### config.mk
export PLATFORM = sky130hd
export DESIGN_NAME = csc_top
export DESIGN_NICKNAME = d
export VERILOG_FILES = /design/src/design/csc_pkg.sv /design/src/design/csc_sync.sv /design/src/design/csc_irq.sv /design/src/design/csc_top.sv
export SDC_FILE = /design/constraint.sdc
export NUM_CORES = 1
export LEC_CHECK = 0
export BUFFER_PORTS_ARGS = -buffer_cell sky130_fd_sc_hd__buf_2
export CAP_MARGIN = 10
export CELL_PAD_IN_SITES_DETAIL_PLACEMENT = 1
export CELL_PAD_IN_SITES_GLOBAL_PLACEMENT = 2
export CORE_ASPECT_RATIO = 1.5
export CORE_MARGIN = 5
export CORE_UTILIZATION = 32
export CTS_CLUSTER_DIAMETER = 40
export DETAILED_ROUTE_END_ITERATION = 8
export GPL_TIMING_DRIVEN = 1
export PLACE_DENSITY = 0.75
export SYNTH_ARGS = -nofsm -noshare
export SYNTH_HDL_FRONTEND = slang
export SYNTH_SLANG_ARGS = --single-unit
### constraint.sdc
create_clock -name pclk -period 2.32 [get_ports pclk]
set_input_delay 0.464 -clock pclk [delete_from_list [all_inputs] [get_ports pclk]]
set_output_delay 0.464 -clock pclk [all_outputs]
set_load 0.01 [all_outputs]
### src/design/csc_pkg.sv
package csc_pkg;
  // bus timing
  localparam int CLK_PERIOD_NS = 25;
  // register indices, byte address is four times the index
  localparam logic [15:0] IDX_STATUS = 16'h303C;
  localparam logic [15:0] IDX_OSC = 16'h303E;
  localparam logic [15:0] IDX_CTRL = 16'h3040;
  localparam logic [15:0] IDX_IRQ_STATUS = 16'h3041;
  localparam logic [15:0] IDX_IRQ_MASK = 16'h3042;
  // status bit positions
  localparam int ST_LOST = 7;
  localparam int ST_LOCK = 6;
  localparam int ST_REF = 4;
  localparam int ST_MODE = 2;
  // oscillator control bit positions
  localparam int OS_EN = 7;
  localparam int OS_KEEP = 5;
  localparam int OS_SEL = 4;
  localparam int OS_RANGE = 2;
  localparam int OS_GAIN = 1;
  localparam int OS_READY = 0;
  // clock mode encodings
  localparam logic [1:0] MODE_FLL = 2'h0;
  localparam logic [1:0] MODE_INT = 2'h1;
  localparam logic [1:0] MODE_EXT = 2'h2;
  // interrupt bits
  localparam int IRQ_W = 3;
  localparam int IRQ_LOST = 0;
  localparam int IRQ_LOCKED = 1;
  localparam int IRQ_OSC = 2;
  // counts
  localparam logic [4:0] LOCK_SETTLE_CYCLES = 5'h10;
  localparam logic [10:0] OSC_INIT_EDGES = 11'h400;
  // values after reset
  localparam logic [7:0] OSC_RESET = 8'h00;
  localparam logic [1:0] MODE_RESET = 2'h0;
  // control register kept by software
  typedef struct packed {
    logic [7:0] trim;
    logic [2:0] ref_divider;
    logic [1:0] clock_mode_select;
    logic ref_source_select;
  } csc_ctrl_t;
  localparam csc_ctrl_t CTRL_RESET = 14'h0001;
  // oscillator settings
  typedef struct packed {
    logic oscillator_enable;
    logic oscillator_stop_keep;
    logic out_sel;
    logic range_high;
    logic high_gain_select;
  } csc_osc_t;
  // index to byte address
  function automatic logic [15:0] addr_of(input logic [15:0] idx);
    return {idx[13:0], 2'b00};
  endfunction
endpackage

### src/design/csc_sync.sv
`timescale 1ns/1ps
module csc_sync
  import csc_pkg::*;
#(
  parameter int W = 2
)
(
  // clock and reset
  input wire logic pclk,
  input wire logic presetn,
  // async levels in, filtered levels out
  input wire logic [W-1:0] async_in,
  output logic [W-1:0] sync_out
);
  // three stages; s1 feeds only s2
  logic [W-1:0] s1;
  logic [W-1:0] s2;
  logic [W-1:0] s3;
  logic [W-1:0] next_out;

  // take a change only once stages two and three agree
  always_comb
  begin
    next_out = ((s2 ~^ s3) & s3) | ((s2 ^ s3) & sync_out);
  end

  // register the chain
  always_ff @(posedge pclk or negedge presetn)
  begin
    if (!presetn)
    begin
      s1 <= '0;
      s2 <= '0;
      s3 <= '0;
      sync_out <= '0;
    end
    else
    begin
      s1 <= async_in;
      s2 <= s1;
      s3 <= s2;
      sync_out <= next_out;
    end
  end
endmodule

### src/design/csc_irq.sv
`timescale 1ns/1ps
module csc_irq
  import csc_pkg::*;
(
  // clock and reset
  input wire logic pclk,
  input wire logic presetn,
  // one-cycle events from the block
  input wire logic [IRQ_W-1:0] event_in,
  // software access
  input wire logic clear_we,
  input wire logic mask_we,
  input wire logic [IRQ_W-1:0] wdata,
  // state and request
  output logic [IRQ_W-1:0] status,
  output logic [IRQ_W-1:0] mask,
  output logic irq
);
  logic [IRQ_W-1:0] next_status;
  logic [IRQ_W-1:0] next_mask;

  // write one clears, but a new event wins
  always_comb
  begin
    next_status = status;
    if (clear_we)
      next_status = status & ~wdata;
    next_status = next_status | event_in;
    next_mask = mask_we ? wdata : mask;
  end

  // register status and mask
  always_ff @(posedge pclk or negedge presetn)
  begin
    if (!presetn)
    begin
      status <= '0;
      mask <= '0;
    end
    else
    begin
      status <= next_status;
      mask <= next_mask;
    end
  end

  // level request while any unmasked bit is set
  assign irq = |(status & mask);
endmodule

### src/design/csc_top.sv
`timescale 1ns/1ps
module csc_top
  import csc_pkg::*;
(
  // clock and reset
  input wire logic pclk,
  input wire logic presetn,
  // apb slave
  input wire logic psel,
  input wire logic penable,
  input wire logic pwrite,
  input wire logic [15:0] paddr,
  input wire logic [31:0] pwdata,
  output logic [31:0] prdata,
  output logic pready,
  output logic pslverr,
  // system and analog side
  input wire logic stop_mode,
  input wire logic fll_locked_pin,
  input wire logic ext_clock_pin,
  // controls to the clock unit
  output csc_ctrl_t ctrl,
  output csc_osc_t osc,
  output logic osc_run,
  output logic external_ref_clock_out,
  // interrupt
  output logic irq
);
  // synchronised pin levels
  logic [1:0] pins_sync;
  logic locked_in;
  logic ext_level;
  // bus decode
  logic setup;
  logic access;
  logic wr;
  logic hit;
  logic next_hit;
  logic [31:0] next_prdata;
  logic we_status;
  logic we_osc;
  logic we_ctrl;
  logic we_irqs;
  logic we_irqm;
  // control state
  csc_ctrl_t next_ctrl;
  csc_osc_t next_osc;
  logic cfg_change;
  // status pipelines, two stages as a domain crossing
  logic ref_stage;
  logic ref_source_status;
  logic [1:0] mode_stage;
  logic [1:0] clock_mode_status;
  // lock tracking
  logic stop_d;
  logic lock_flag;
  logic next_lock_flag;
  logic [4:0] settle_cnt;
  logic [4:0] next_settle_cnt;
  logic lost_lock_sticky;
  logic next_sticky;
  logic lost_event;
  // oscillator
  logic next_osc_run;
  logic ext_d;
  logic [10:0] init_cnt;
  logic [10:0] next_init_cnt;
  logic oscillator_ready_flag;
  logic next_ready;
  logic next_erclk;
  logic osc_request;
  // interrupt block
  logic [IRQ_W-1:0] irq_events;
  logic [IRQ_W-1:0] irq_status;
  logic [IRQ_W-1:0] irq_mask;

  // fll lock and external clock come from other domains
  csc_sync #(.W(2)) u_sync (
    .pclk(pclk),
    .presetn(presetn),
    .async_in({ext_clock_pin, fll_locked_pin}),
    .sync_out(pins_sync)
  );
  assign locked_in = pins_sync[0];
  assign ext_level = pins_sync[1];

  // zero wait state slave
  assign pready = 1'b1;
  assign setup = psel & ~penable;
  assign access = psel & penable;
  assign wr = access & pwrite;
  assign pslverr = access & ~hit;
  assign we_status = wr & hit & (paddr == addr_of(IDX_STATUS));
  assign we_osc = wr & hit & (paddr == addr_of(IDX_OSC));
  assign we_ctrl = wr & hit & (paddr == addr_of(IDX_CTRL));
  assign we_irqs = wr & hit & (paddr == addr_of(IDX_IRQ_STATUS));
  assign we_irqm = wr & hit & (paddr == addr_of(IDX_IRQ_MASK));

  // read data captured in the setup cycle
  always_comb
  begin
    next_prdata = prdata;
    next_hit = hit;
    if (setup)
    begin
      next_hit = 1'b1;
      next_prdata = 32'h0000_0000;
      if (paddr == addr_of(IDX_STATUS))
      begin
        // bits 5 and 1..0 stay zero
        next_prdata[ST_LOST] = lost_lock_sticky;
        next_prdata[ST_LOCK] = lock_flag;
        next_prdata[ST_REF] = ref_source_status;
        next_prdata[ST_MODE+:2] = clock_mode_status;
      end
      else if (paddr == addr_of(IDX_OSC))
      begin
        // bits 6 and 3 stay zero
        next_prdata[OS_EN] = osc.oscillator_enable;
        next_prdata[OS_KEEP] = osc.oscillator_stop_keep;
        next_prdata[OS_SEL] = osc.out_sel;
        next_prdata[OS_RANGE] = osc.range_high;
        next_prdata[OS_GAIN] = osc.high_gain_select;
        next_prdata[OS_READY] = oscillator_ready_flag;
      end
      else if (paddr == addr_of(IDX_CTRL))
        next_prdata[13:0] = ctrl;
      else if (paddr == addr_of(IDX_IRQ_STATUS))
        next_prdata[IRQ_W-1:0] = irq_status;
      else if (paddr == addr_of(IDX_IRQ_MASK))
        next_prdata[IRQ_W-1:0] = irq_mask;
      else
        next_hit = 1'b0;
    end
  end

  // register bus read side
  always_ff @(posedge pclk or negedge presetn)
  begin
    if (!presetn)
    begin
      prdata <= 32'h0000_0000;
      hit <= 1'b0;
    end
    else
    begin
      prdata <= next_prdata;
      hit <= next_hit;
    end
  end

  // software controls
  always_comb
  begin
    next_ctrl = ctrl;
    next_osc = osc;
    cfg_change = 1'b0;
    if (we_ctrl)
    begin
      next_ctrl = csc_ctrl_t'(pwdata[13:0]);
      // trim only matters with the internal reference
      cfg_change = (next_ctrl.ref_source_select != ctrl.ref_source_select)
        | (next_ctrl.ref_divider != ctrl.ref_divider)
        | (ctrl.ref_source_select & (next_ctrl.trim != ctrl.trim));
    end
    if (we_osc)
    begin
      next_osc.oscillator_enable = pwdata[OS_EN];
      next_osc.oscillator_stop_keep = pwdata[OS_KEEP];
      next_osc.out_sel = pwdata[OS_SEL];
      next_osc.range_high = pwdata[OS_RANGE];
      next_osc.high_gain_select = pwdata[OS_GAIN];
    end
  end

  // register controls and status pipelines
  always_ff @(posedge pclk or negedge presetn)
  begin
    if (!presetn)
    begin
      ctrl <= CTRL_RESET;
      osc <= csc_osc_t'({OSC_RESET[OS_EN], OSC_RESET[OS_KEEP:OS_SEL],
        OSC_RESET[OS_RANGE:OS_GAIN]});
      ref_stage <= CTRL_RESET.ref_source_select;
      ref_source_status <= CTRL_RESET.ref_source_select;
      mode_stage <= MODE_RESET;
      clock_mode_status <= MODE_RESET;
    end
    else
    begin
      ctrl <= next_ctrl;
      osc <= next_osc;
      // status trails the select by two edges
      ref_stage <= ctrl.ref_source_select;
      ref_source_status <= ref_stage;
      mode_stage <= ctrl.clock_mode_select;
      clock_mode_status <= mode_stage;
    end
  end

  // lock flag needs a settled lock after any upset
  always_comb
  begin
    next_settle_cnt = settle_cnt;
    next_lock_flag = lock_flag;
    lost_event = lock_flag & ~locked_in;
    if (stop_mode | cfg_change | ~locked_in)
    begin
      // stop or a reference change forces relock
      next_settle_cnt = 5'h00;
      next_lock_flag = 1'b0;
    end
    else if (settle_cnt != LOCK_SETTLE_CYCLES)
      next_settle_cnt = settle_cnt + 5'h01;
    else
      next_lock_flag = 1'b1;
    // the set wins over the clear
    next_sticky = lost_lock_sticky;
    if (we_status & pwdata[ST_LOST])
      next_sticky = 1'b0;
    if (lost_event)
      next_sticky = 1'b1;
  end

  // register lock state
  always_ff @(posedge pclk or negedge presetn)
  begin
    if (!presetn)
    begin
      settle_cnt <= 5'h00;
      lock_flag <= 1'b0;
      lost_lock_sticky <= 1'b0;
      stop_d <= 1'b0;
    end
    else
    begin
      settle_cnt <= next_settle_cnt;
      lock_flag <= next_lock_flag;
      lost_lock_sticky <= next_sticky;
      stop_d <= stop_mode;
    end
  end

  // oscillator run, init count and reference output
  always_comb
  begin
    osc_request = ~ctrl.ref_source_select | (ctrl.clock_mode_select == MODE_EXT);
    if (stop_mode)
      next_osc_run = osc.oscillator_stop_keep
        & (osc.oscillator_enable | osc_request);
    else
      next_osc_run = osc.oscillator_enable | osc_request;
    next_init_cnt = init_cnt;
    next_ready = oscillator_ready_flag;
    if (!osc_run)
    begin
      // a restart is reported afresh
      next_init_cnt = 11'h000;
      next_ready = 1'b0;
    end
    else if (init_cnt == OSC_INIT_EDGES)
      next_ready = 1'b1;
    else if (ext_level & ~ext_d)
      next_init_cnt = init_cnt + 11'h001;
    // only a running, enabled oscillator drives the output
    next_erclk = osc.oscillator_enable & osc_run & ext_level;
  end

  // register oscillator state
  always_ff @(posedge pclk or negedge presetn)
  begin
    if (!presetn)
    begin
      osc_run <= 1'b0;
      init_cnt <= 11'h000;
      oscillator_ready_flag <= 1'b0;
      ext_d <= 1'b0;
      external_ref_clock_out <= 1'b0;
    end
    else
    begin
      osc_run <= next_osc_run;
      init_cnt <= next_init_cnt;
      oscillator_ready_flag <= next_ready;
      ext_d <= ext_level;
      external_ref_clock_out <= next_erclk;
    end
  end

  // events for the interrupt status
  assign irq_events[IRQ_LOST] = lost_event;
  assign irq_events[IRQ_LOCKED] = next_lock_flag & ~lock_flag;
  assign irq_events[IRQ_OSC] = next_ready & ~oscillator_ready_flag;

  csc_irq u_irq (
    .pclk(pclk),
    .presetn(presetn),
    .event_in(irq_events),
    .clear_we(we_irqs),
    .mask_we(we_irqm),
    .wdata(pwdata[IRQ_W-1:0]),
    .status(irq_status),
    .mask(irq_mask),
    .irq(irq)
  );
endmodule

==> results of run 1 <==
-- state kept, by name, summed over array words and instances (netlist names), 2 cells and up --
signal             cells
clock_mode_status      2
ctrl                  14
init_cnt              11
mode_stage             2
osc                    5
prdata                14
settle_cnt             5
u_irq.mask             3
u_irq.status           3
u_sync.s1              2
u_sync.s2              2
u_sync.s3              2
u_sync.sync_out        2
-- power breakdown --
part	internal, mW	switching [mW]
combinational	0.0738	0.123
sequential	1.35	0.0140
clock	0.849	0.585
-- logic make-up after synthesis --
kind of cell / synth area share (%)
AOI/OAI and AO/OA: 8.91
muxes: 8.98
and+or+nand+nor: 15.8
adders and majority gates: 2.06
DFF: 52.2
xor gates and xnor gates: 5.76
buffers and inverters: 6.07
other: 0.206
-- synth_stat cells (3+ instances only) --
master    number
a22oi_1        5
and2_1         8
mux2_2        14
nand4_1        8
buf_4         19
dfrtp_1       73
nand2b_1       5
nor3_1        10
clkbuf_1       6
nor4_1         6
o31ai_1        3
nor2_1         9
dfstp_2        3
o21ai_0        9
xor2_1         4
nand3_1        8
xnor2_1       20
nand2_1       24
mux2i_1        5
a22o_1         8
ha_1           6
mux2_4         8
nor2b_1        5
inv_1         12
a21oi_1        3
-- per-layer routing --
layer	vias up	global-route usage, %
li1	1280	-
met1	1365	16.6
met2	61	26.0
met3	9	1.88
met4	0	6.78
met5	-	0
-- repair_timing --
action                                 CTS  global route
hold buffers                             1             0
endpoints found under the hold margin   13             0
gates resized for setup                  0             0
-- area by class of cell --
cell class | count | share of cell area [%]
Clock buffer | 9 | 4.92
Clock inverter | 7 | 1.80
Inverter | 12 | 0.983
Multi-Input combinational cell | 220 | 34.7
Sequential cell | 76 | 41.6
Tap cell | 147 | 4.02
Timing Repair Buffer | 94 | 12.0
-- worst min path at each step --
stage                        start                             end
floorplan                  presetn  clock_mode_status[0]$_DFF_PN0_
global placement           presetn          u_sync.s1[1]$_DFF_PN0_
detailed placement         presetn          u_sync.s1[1]$_DFF_PN0_
CTS                  ext_clock_pin          u_sync.s1[1]$_DFF_PN0_
global route        fll_locked_pin          u_sync.s1[0]$_DFF_PN0_
finish               ext_clock_pin          u_sync.s1[1]$_DFF_PN0_
==> out/metrics.yaml, run 1 <==
post_cts_buffers: 0
hpwlAfterDp_mm: 7.38
yosysTopAreaCell: "dfrtp_1"
min_period_ps: 1910
finalWirelength_mm: 9.51
hold_viol: 0
worstSkewPairLatency_ps: 340
rows: 47
finalPower_mw: 2.99
outcome: "finished, final reports clean"
initialDrtViolationCount: 97
worst_slew_pin_slew_ps: 715
max_freq_ghz: 0.523
period_share_pct: 82.3
synth_edf_count: 0
hp-class: "input pin to register"
slew_viol_final: 0
cts_sinks: 76
mostFrequentLayoutCells: "dfrtp_1 (73), buf_2 (73), nand2_1 (24), xnor2_1 (20), conb_1 (19)"
ios: 112
post-place-cells: 548
netlist_area_um2: 3650
cp.arrival_ps: 2130
core_um2: 11100
initial_core_util_pct: 32.8
post-route-drc-count: 0
first_pass_iters: 4
ant_nets: 0
dr_wl_met3_um: 322
globalplace.congestion: 0.722
gr-total-overflow: 0
path_buf_inv: 1
postSynth.asyncResetShare_pct: 100
final_core_util_pct: 41.2
grt_pass1_wl_mm: 15.6
wl_met1_mm: 3.85
die_h_um: 141
cts_max_level: 3
ys_types: 54
die_area_um2: 13700
multi_input_area_um2: 1590
placed_area_um2: 4260
numPortBuffers: 74
min_path_cells: 1
cts-buffers-inserted: 9
nets: 475
synth_cells: 317
fin_skew_ps: 9.69
power_leakage_nw: 2.23
cp-start-kind: "register"
die_x_um: 97.2
stdcell_count: 565
maxSlewHeadroom_pct: 52.0
clock_path_buffers: 2
fill_cells: 1228
crit_end: "osc[2]$_DFFE_PN0P_"
grt_max_degree: 41
max_stage_delay_ps: 370
cp-end-kind: "register"
grtUsageTotal_pct: 14.3
synth_area_leaders: "dfrtp_1 (50%), xnor2_1 (4.8%), mux2_2 (4.3%)"
r2r-end: "osc[2]$_DFFE_PN0P_"
drive_above_1_share_pct: 33.7
ff2ff_setup_slack_ps: 410
ys_seq_area_share_pct: 52.2
path_delay_family: "simple AND/OR/NAND/NOR gates"
setup_ws_ps: 410
cp_slowest_cell: "and2b_1"
cp_num_cells: 6
syn_avg_cell_area_um2: 11.5
reg2reg_depth: 6
cp_cell_sequence: "nand4_1 > and2b_1 > nand2_1 > nor4_2 > buf_4 > mux2_2"
reg2reg_from: "hit$_DFFE_PN0P_"
viasPerCell: 4.81
synth_warnings: 0
worstPathMaxFanout: 5
critPathKind: "register to register"
critical_path.startpoint: "hit$_DFFE_PN0P_"
hold_slack_ps: 236
highest_layer: "met4"
max-cap-violations: 0
synth_top_cell_area_share_pct: 50.0
grt_pass1_vias: 3026
vias: 2715
ir_worst_vdd_mv: 0.340
synth_ff_type: "dfrtp_1"
wire_per_inst_um: 16.8
regArea_um2: 1910
grt_antenna_before_repair: 0
cts_tree: "done"
synth-seq-cells: 76
clockRootBuffer: "clkbuf_16"
clk_pin_slew_ps: 60
power_density_nw_per_um2: 653
wl_met2_mm: 5.18
antenna-diode-count: 0
cp.required_ps: 2540
setup_viol: 0
fin_area_um2: 4580
pre_cts_slack_ps: 38.8
rsz0062_at_grt: "no"
areaGrowthSynthToFinish_pct: 25.5
setup_tns_ps: 0
No activity file was read; power rests on OpenSTA's default activity.
==> run 2, diff against run 1 <==
--- a/config.mk
+++ b/config.mk
@@ -11,11 +11,11 @@
 export CELL_PAD_IN_SITES_GLOBAL_PLACEMENT = 2
 export CORE_ASPECT_RATIO = 1.5
 export CORE_MARGIN = 5
-export CORE_UTILIZATION = 32
+export CORE_UTILIZATION = 29
 export CTS_CLUSTER_DIAMETER = 40
 export DETAILED_ROUTE_END_ITERATION = 8
 export GPL_TIMING_DRIVEN = 1
-export PLACE_DENSITY = 0.75
+export PLACE_DENSITY = 0.72
 export SYNTH_ARGS = -nofsm -noshare
 export SYNTH_HDL_FRONTEND = slang
 export SYNTH_SLANG_ARGS = --single-unit
==> constraint.sdc (replaced) <==
create_clock -name pclk -period 1.55 [get_ports pclk]
set_input_delay 0.31 -clock pclk [delete_from_list [all_inputs] [get_ports pclk]]
set_output_delay 0.31 -clock pclk [all_outputs]
set_load 0.01 [all_outputs]
==> run 2 against run 1 <==
Compared with the run above:
- sequential share of layout area shrank 6.5 points
- die area grew 9.4%
- worst hold slack lost 150 ps
- clock skew shrank 1.7 ps
- clock-buffer cell count is the same
- combinational power grew 110%
- register-to-register slack lost 520 ps
- critical path type unchanged
- the flow now finishes with violations (negative setup slack)
- maximum frequency grew 15%
==> out/metrics.yaml, run 2 (synthesis results as in run 1) <==
outcome: "finished, violations left"
violations: "negative setup slack"
wire_per_inst_um: 17.5  # +3.8%
rsz0062_at_grt: "yes"
die_area_um2: 15000  # +9.4%
hp-start: "fll_locked_pin"
r2r-end: "settle_cnt[2]$_DFFE_PN0P_"
cts_max_level: 3  # unchanged
post-route-drc-count: 0  # unchanged
hpwlAfterDp_mm: 8.24  # +12%
initialDrtViolationCount: 84  # -13%
drive_above_1_share_pct: 49.9  # +16 points
antenna-diode-count: 0  # unchanged
clk_pin_slew_ps: 60  # about the same
die_x_um: 102  # +4.5%
hold_viol: 0  # unchanged
layout_commonest_cell: "dfrtp_1"
hp-class: "input pin to register"
cp-end-kind: "register"
worstSkewPairLatency_ps: 340  # about the same
cp.arrival_ps: 1900  # -230 ps
min_period_ps: 1660  # -251 ps
cp-start-kind: "register"
cts_tree: "done"
cts_sinks: 76  # unchanged
holdPathEnd: "u_sync.s1[0]$_DFF_PN0_"
cp.required_ps: 1790  # -750 ps
power_leakage_nw: 2.65  # +19%
globalplace.congestion: 0.760  # +5.3%
grt_antenna_before_repair: 0  # unchanged
grtUsageTotal_pct: 14.9  # +0.55 points
setup_tns_ps: -1460  # -1460 ps
viasPerCell: 4.75  # -1.1%
clockRootBuffer: "clkbuf_16"
stdcell_count: 631  # +12%
nets: 532  # +12%
die_h_um: 147  # +4.7%
numPortBuffers: 74  # unchanged
vias: 2999  # +10%
finalPower_mw: 4.62  # +54%
clock_path_buffers: 2  # unchanged
initial_core_util_pct: 29.3  # -3.5 points
max-cap-violations: 0  # unchanged
gr-total-overflow: 0  # unchanged
min_path_cells: 1  # unchanged
reg2reg_from: "ctrl[3]$_DFFE_PN0P_"
final_core_util_pct: 43.7  # +2.5 points
cts-buffers-inserted: 9  # unchanged
critPathKind: "register to register"
core_um2: 12400  # +12%
ff2ff_setup_slack_ps: -110  # -520 ps
ir_worst_vdd_mv: 0.544  # +60%
period_share_pct: 107  # +25 points
areaGrowthSynthToFinish_pct: 49.1
post-place-cells: 601  # +9.7%
fin_skew_ps: 8.00  # -1.68 ps
power_density_nw_per_um2: 849  # +30%
worstPathMaxFanout: 7  # +2
ios: 112  # unchanged
rows: 50  # +6.4%
hold_slack_ps: 82.1  # -154 ps
first_pass_iters: 4  # unchanged
slew_viol_final: 0  # unchanged
ant_nets: 0  # unchanged
reg2reg_depth: 6  # unchanged
finalWirelength_mm: 11.0  # +16%
grt_pass1_vias: 3359  # +11%
setup_ws_ps: -109  # -519 ps
top_regs: "ctrl: 14 flops, prdata: 14 flops, init_cnt: 11 flops"
grt_pass1_wl_mm: 17.3  # +11%
mostFrequentLayoutCells: "dfrtp_1 (70), buf_2 (69), buf_4 (66), nand2_1 (23), conb_1 (19)"
grt_max_degree: 31  # -24%
max_freq_ghz: 0.603  # +15%
setup_viol: 25  # +25
-- run 2: worst max-delay path by stage --
stage                                 to                       from
6_report       settle_cnt[2]$_DFFE_PN0P_        ctrl[3]$_DFFE_PN0P_
5_1_grt                              irq  u_irq.status[2]$_DFF_PN0_
4_1_cts        settle_cnt[2]$_DFFE_PN0P_       ctrl[13]$_DFFE_PN0P_
3_5_place_dp          osc[4]$_DFFE_PN0P_                  paddr[11]
3_3_place_gp        ctrl[10]$_DFFE_PN0P_                  paddr[11]
2_1_floorplan       ctrl[10]$_DFFE_PN0P_                  paddr[11]
-- run 2: cell type report --
class | instances | area, µm²
Fill cell | 1366 | 7010
Multi-Input combinational cell | 220 | 1920
Sequential cell | 76 | 1910
Timing Repair Buffer | 151 | 1060
Clock buffer | 9 | 225
Tap cell | 156 | 195
Clock inverter | 7 | 82.6
Inverter | 12 | 47.5
-- run 2: critical path, stage by stage, from the launching register on --
cell	delay [ps]
dfrtp_1	390
xnor2_1	290
o2111ai_4	200
nor4_4	210
nor3_4	60
buf_6	150
nor4_4	260
-- run 2: stage by stage --
step	cell area, µm²	setup slack [ps]
after CTS	5180	-90.8
after global placement	4720	-417
after detailed placement	4720	-427
after floorplan	3790	-285
after global routing	5440	-192
final	5440	-109
-- run 2: what timing repair did --
item | in CTS | in global routing
resized for setup | 16 | 42
pin swaps | 8 | 25
endpoints found under the setup margin | 34 | 46
buffers inserted | 5 | 8
hold buffers | 1 | 0
endpoints found under the hold margin | 21 | 0
-- run 2: per-layer routing --
metal | vias to the layer above | track usage [%] | routed length (µm)
met5 | - | 0 | 0
met3 | 11 | 3.12 | 429
met1 | 1524 | 16.8 | 4170
met2 | 68 | 27.3 | 6250
met4 | 0 | 4.66 | 178
li1 | 1396 | - | -
-- run 2: report_power, final --
part	switching, mW	internal, mW
Clock	0.883	1.27
Sequential	0.0277	2.01
Combinational	0.238	0.185
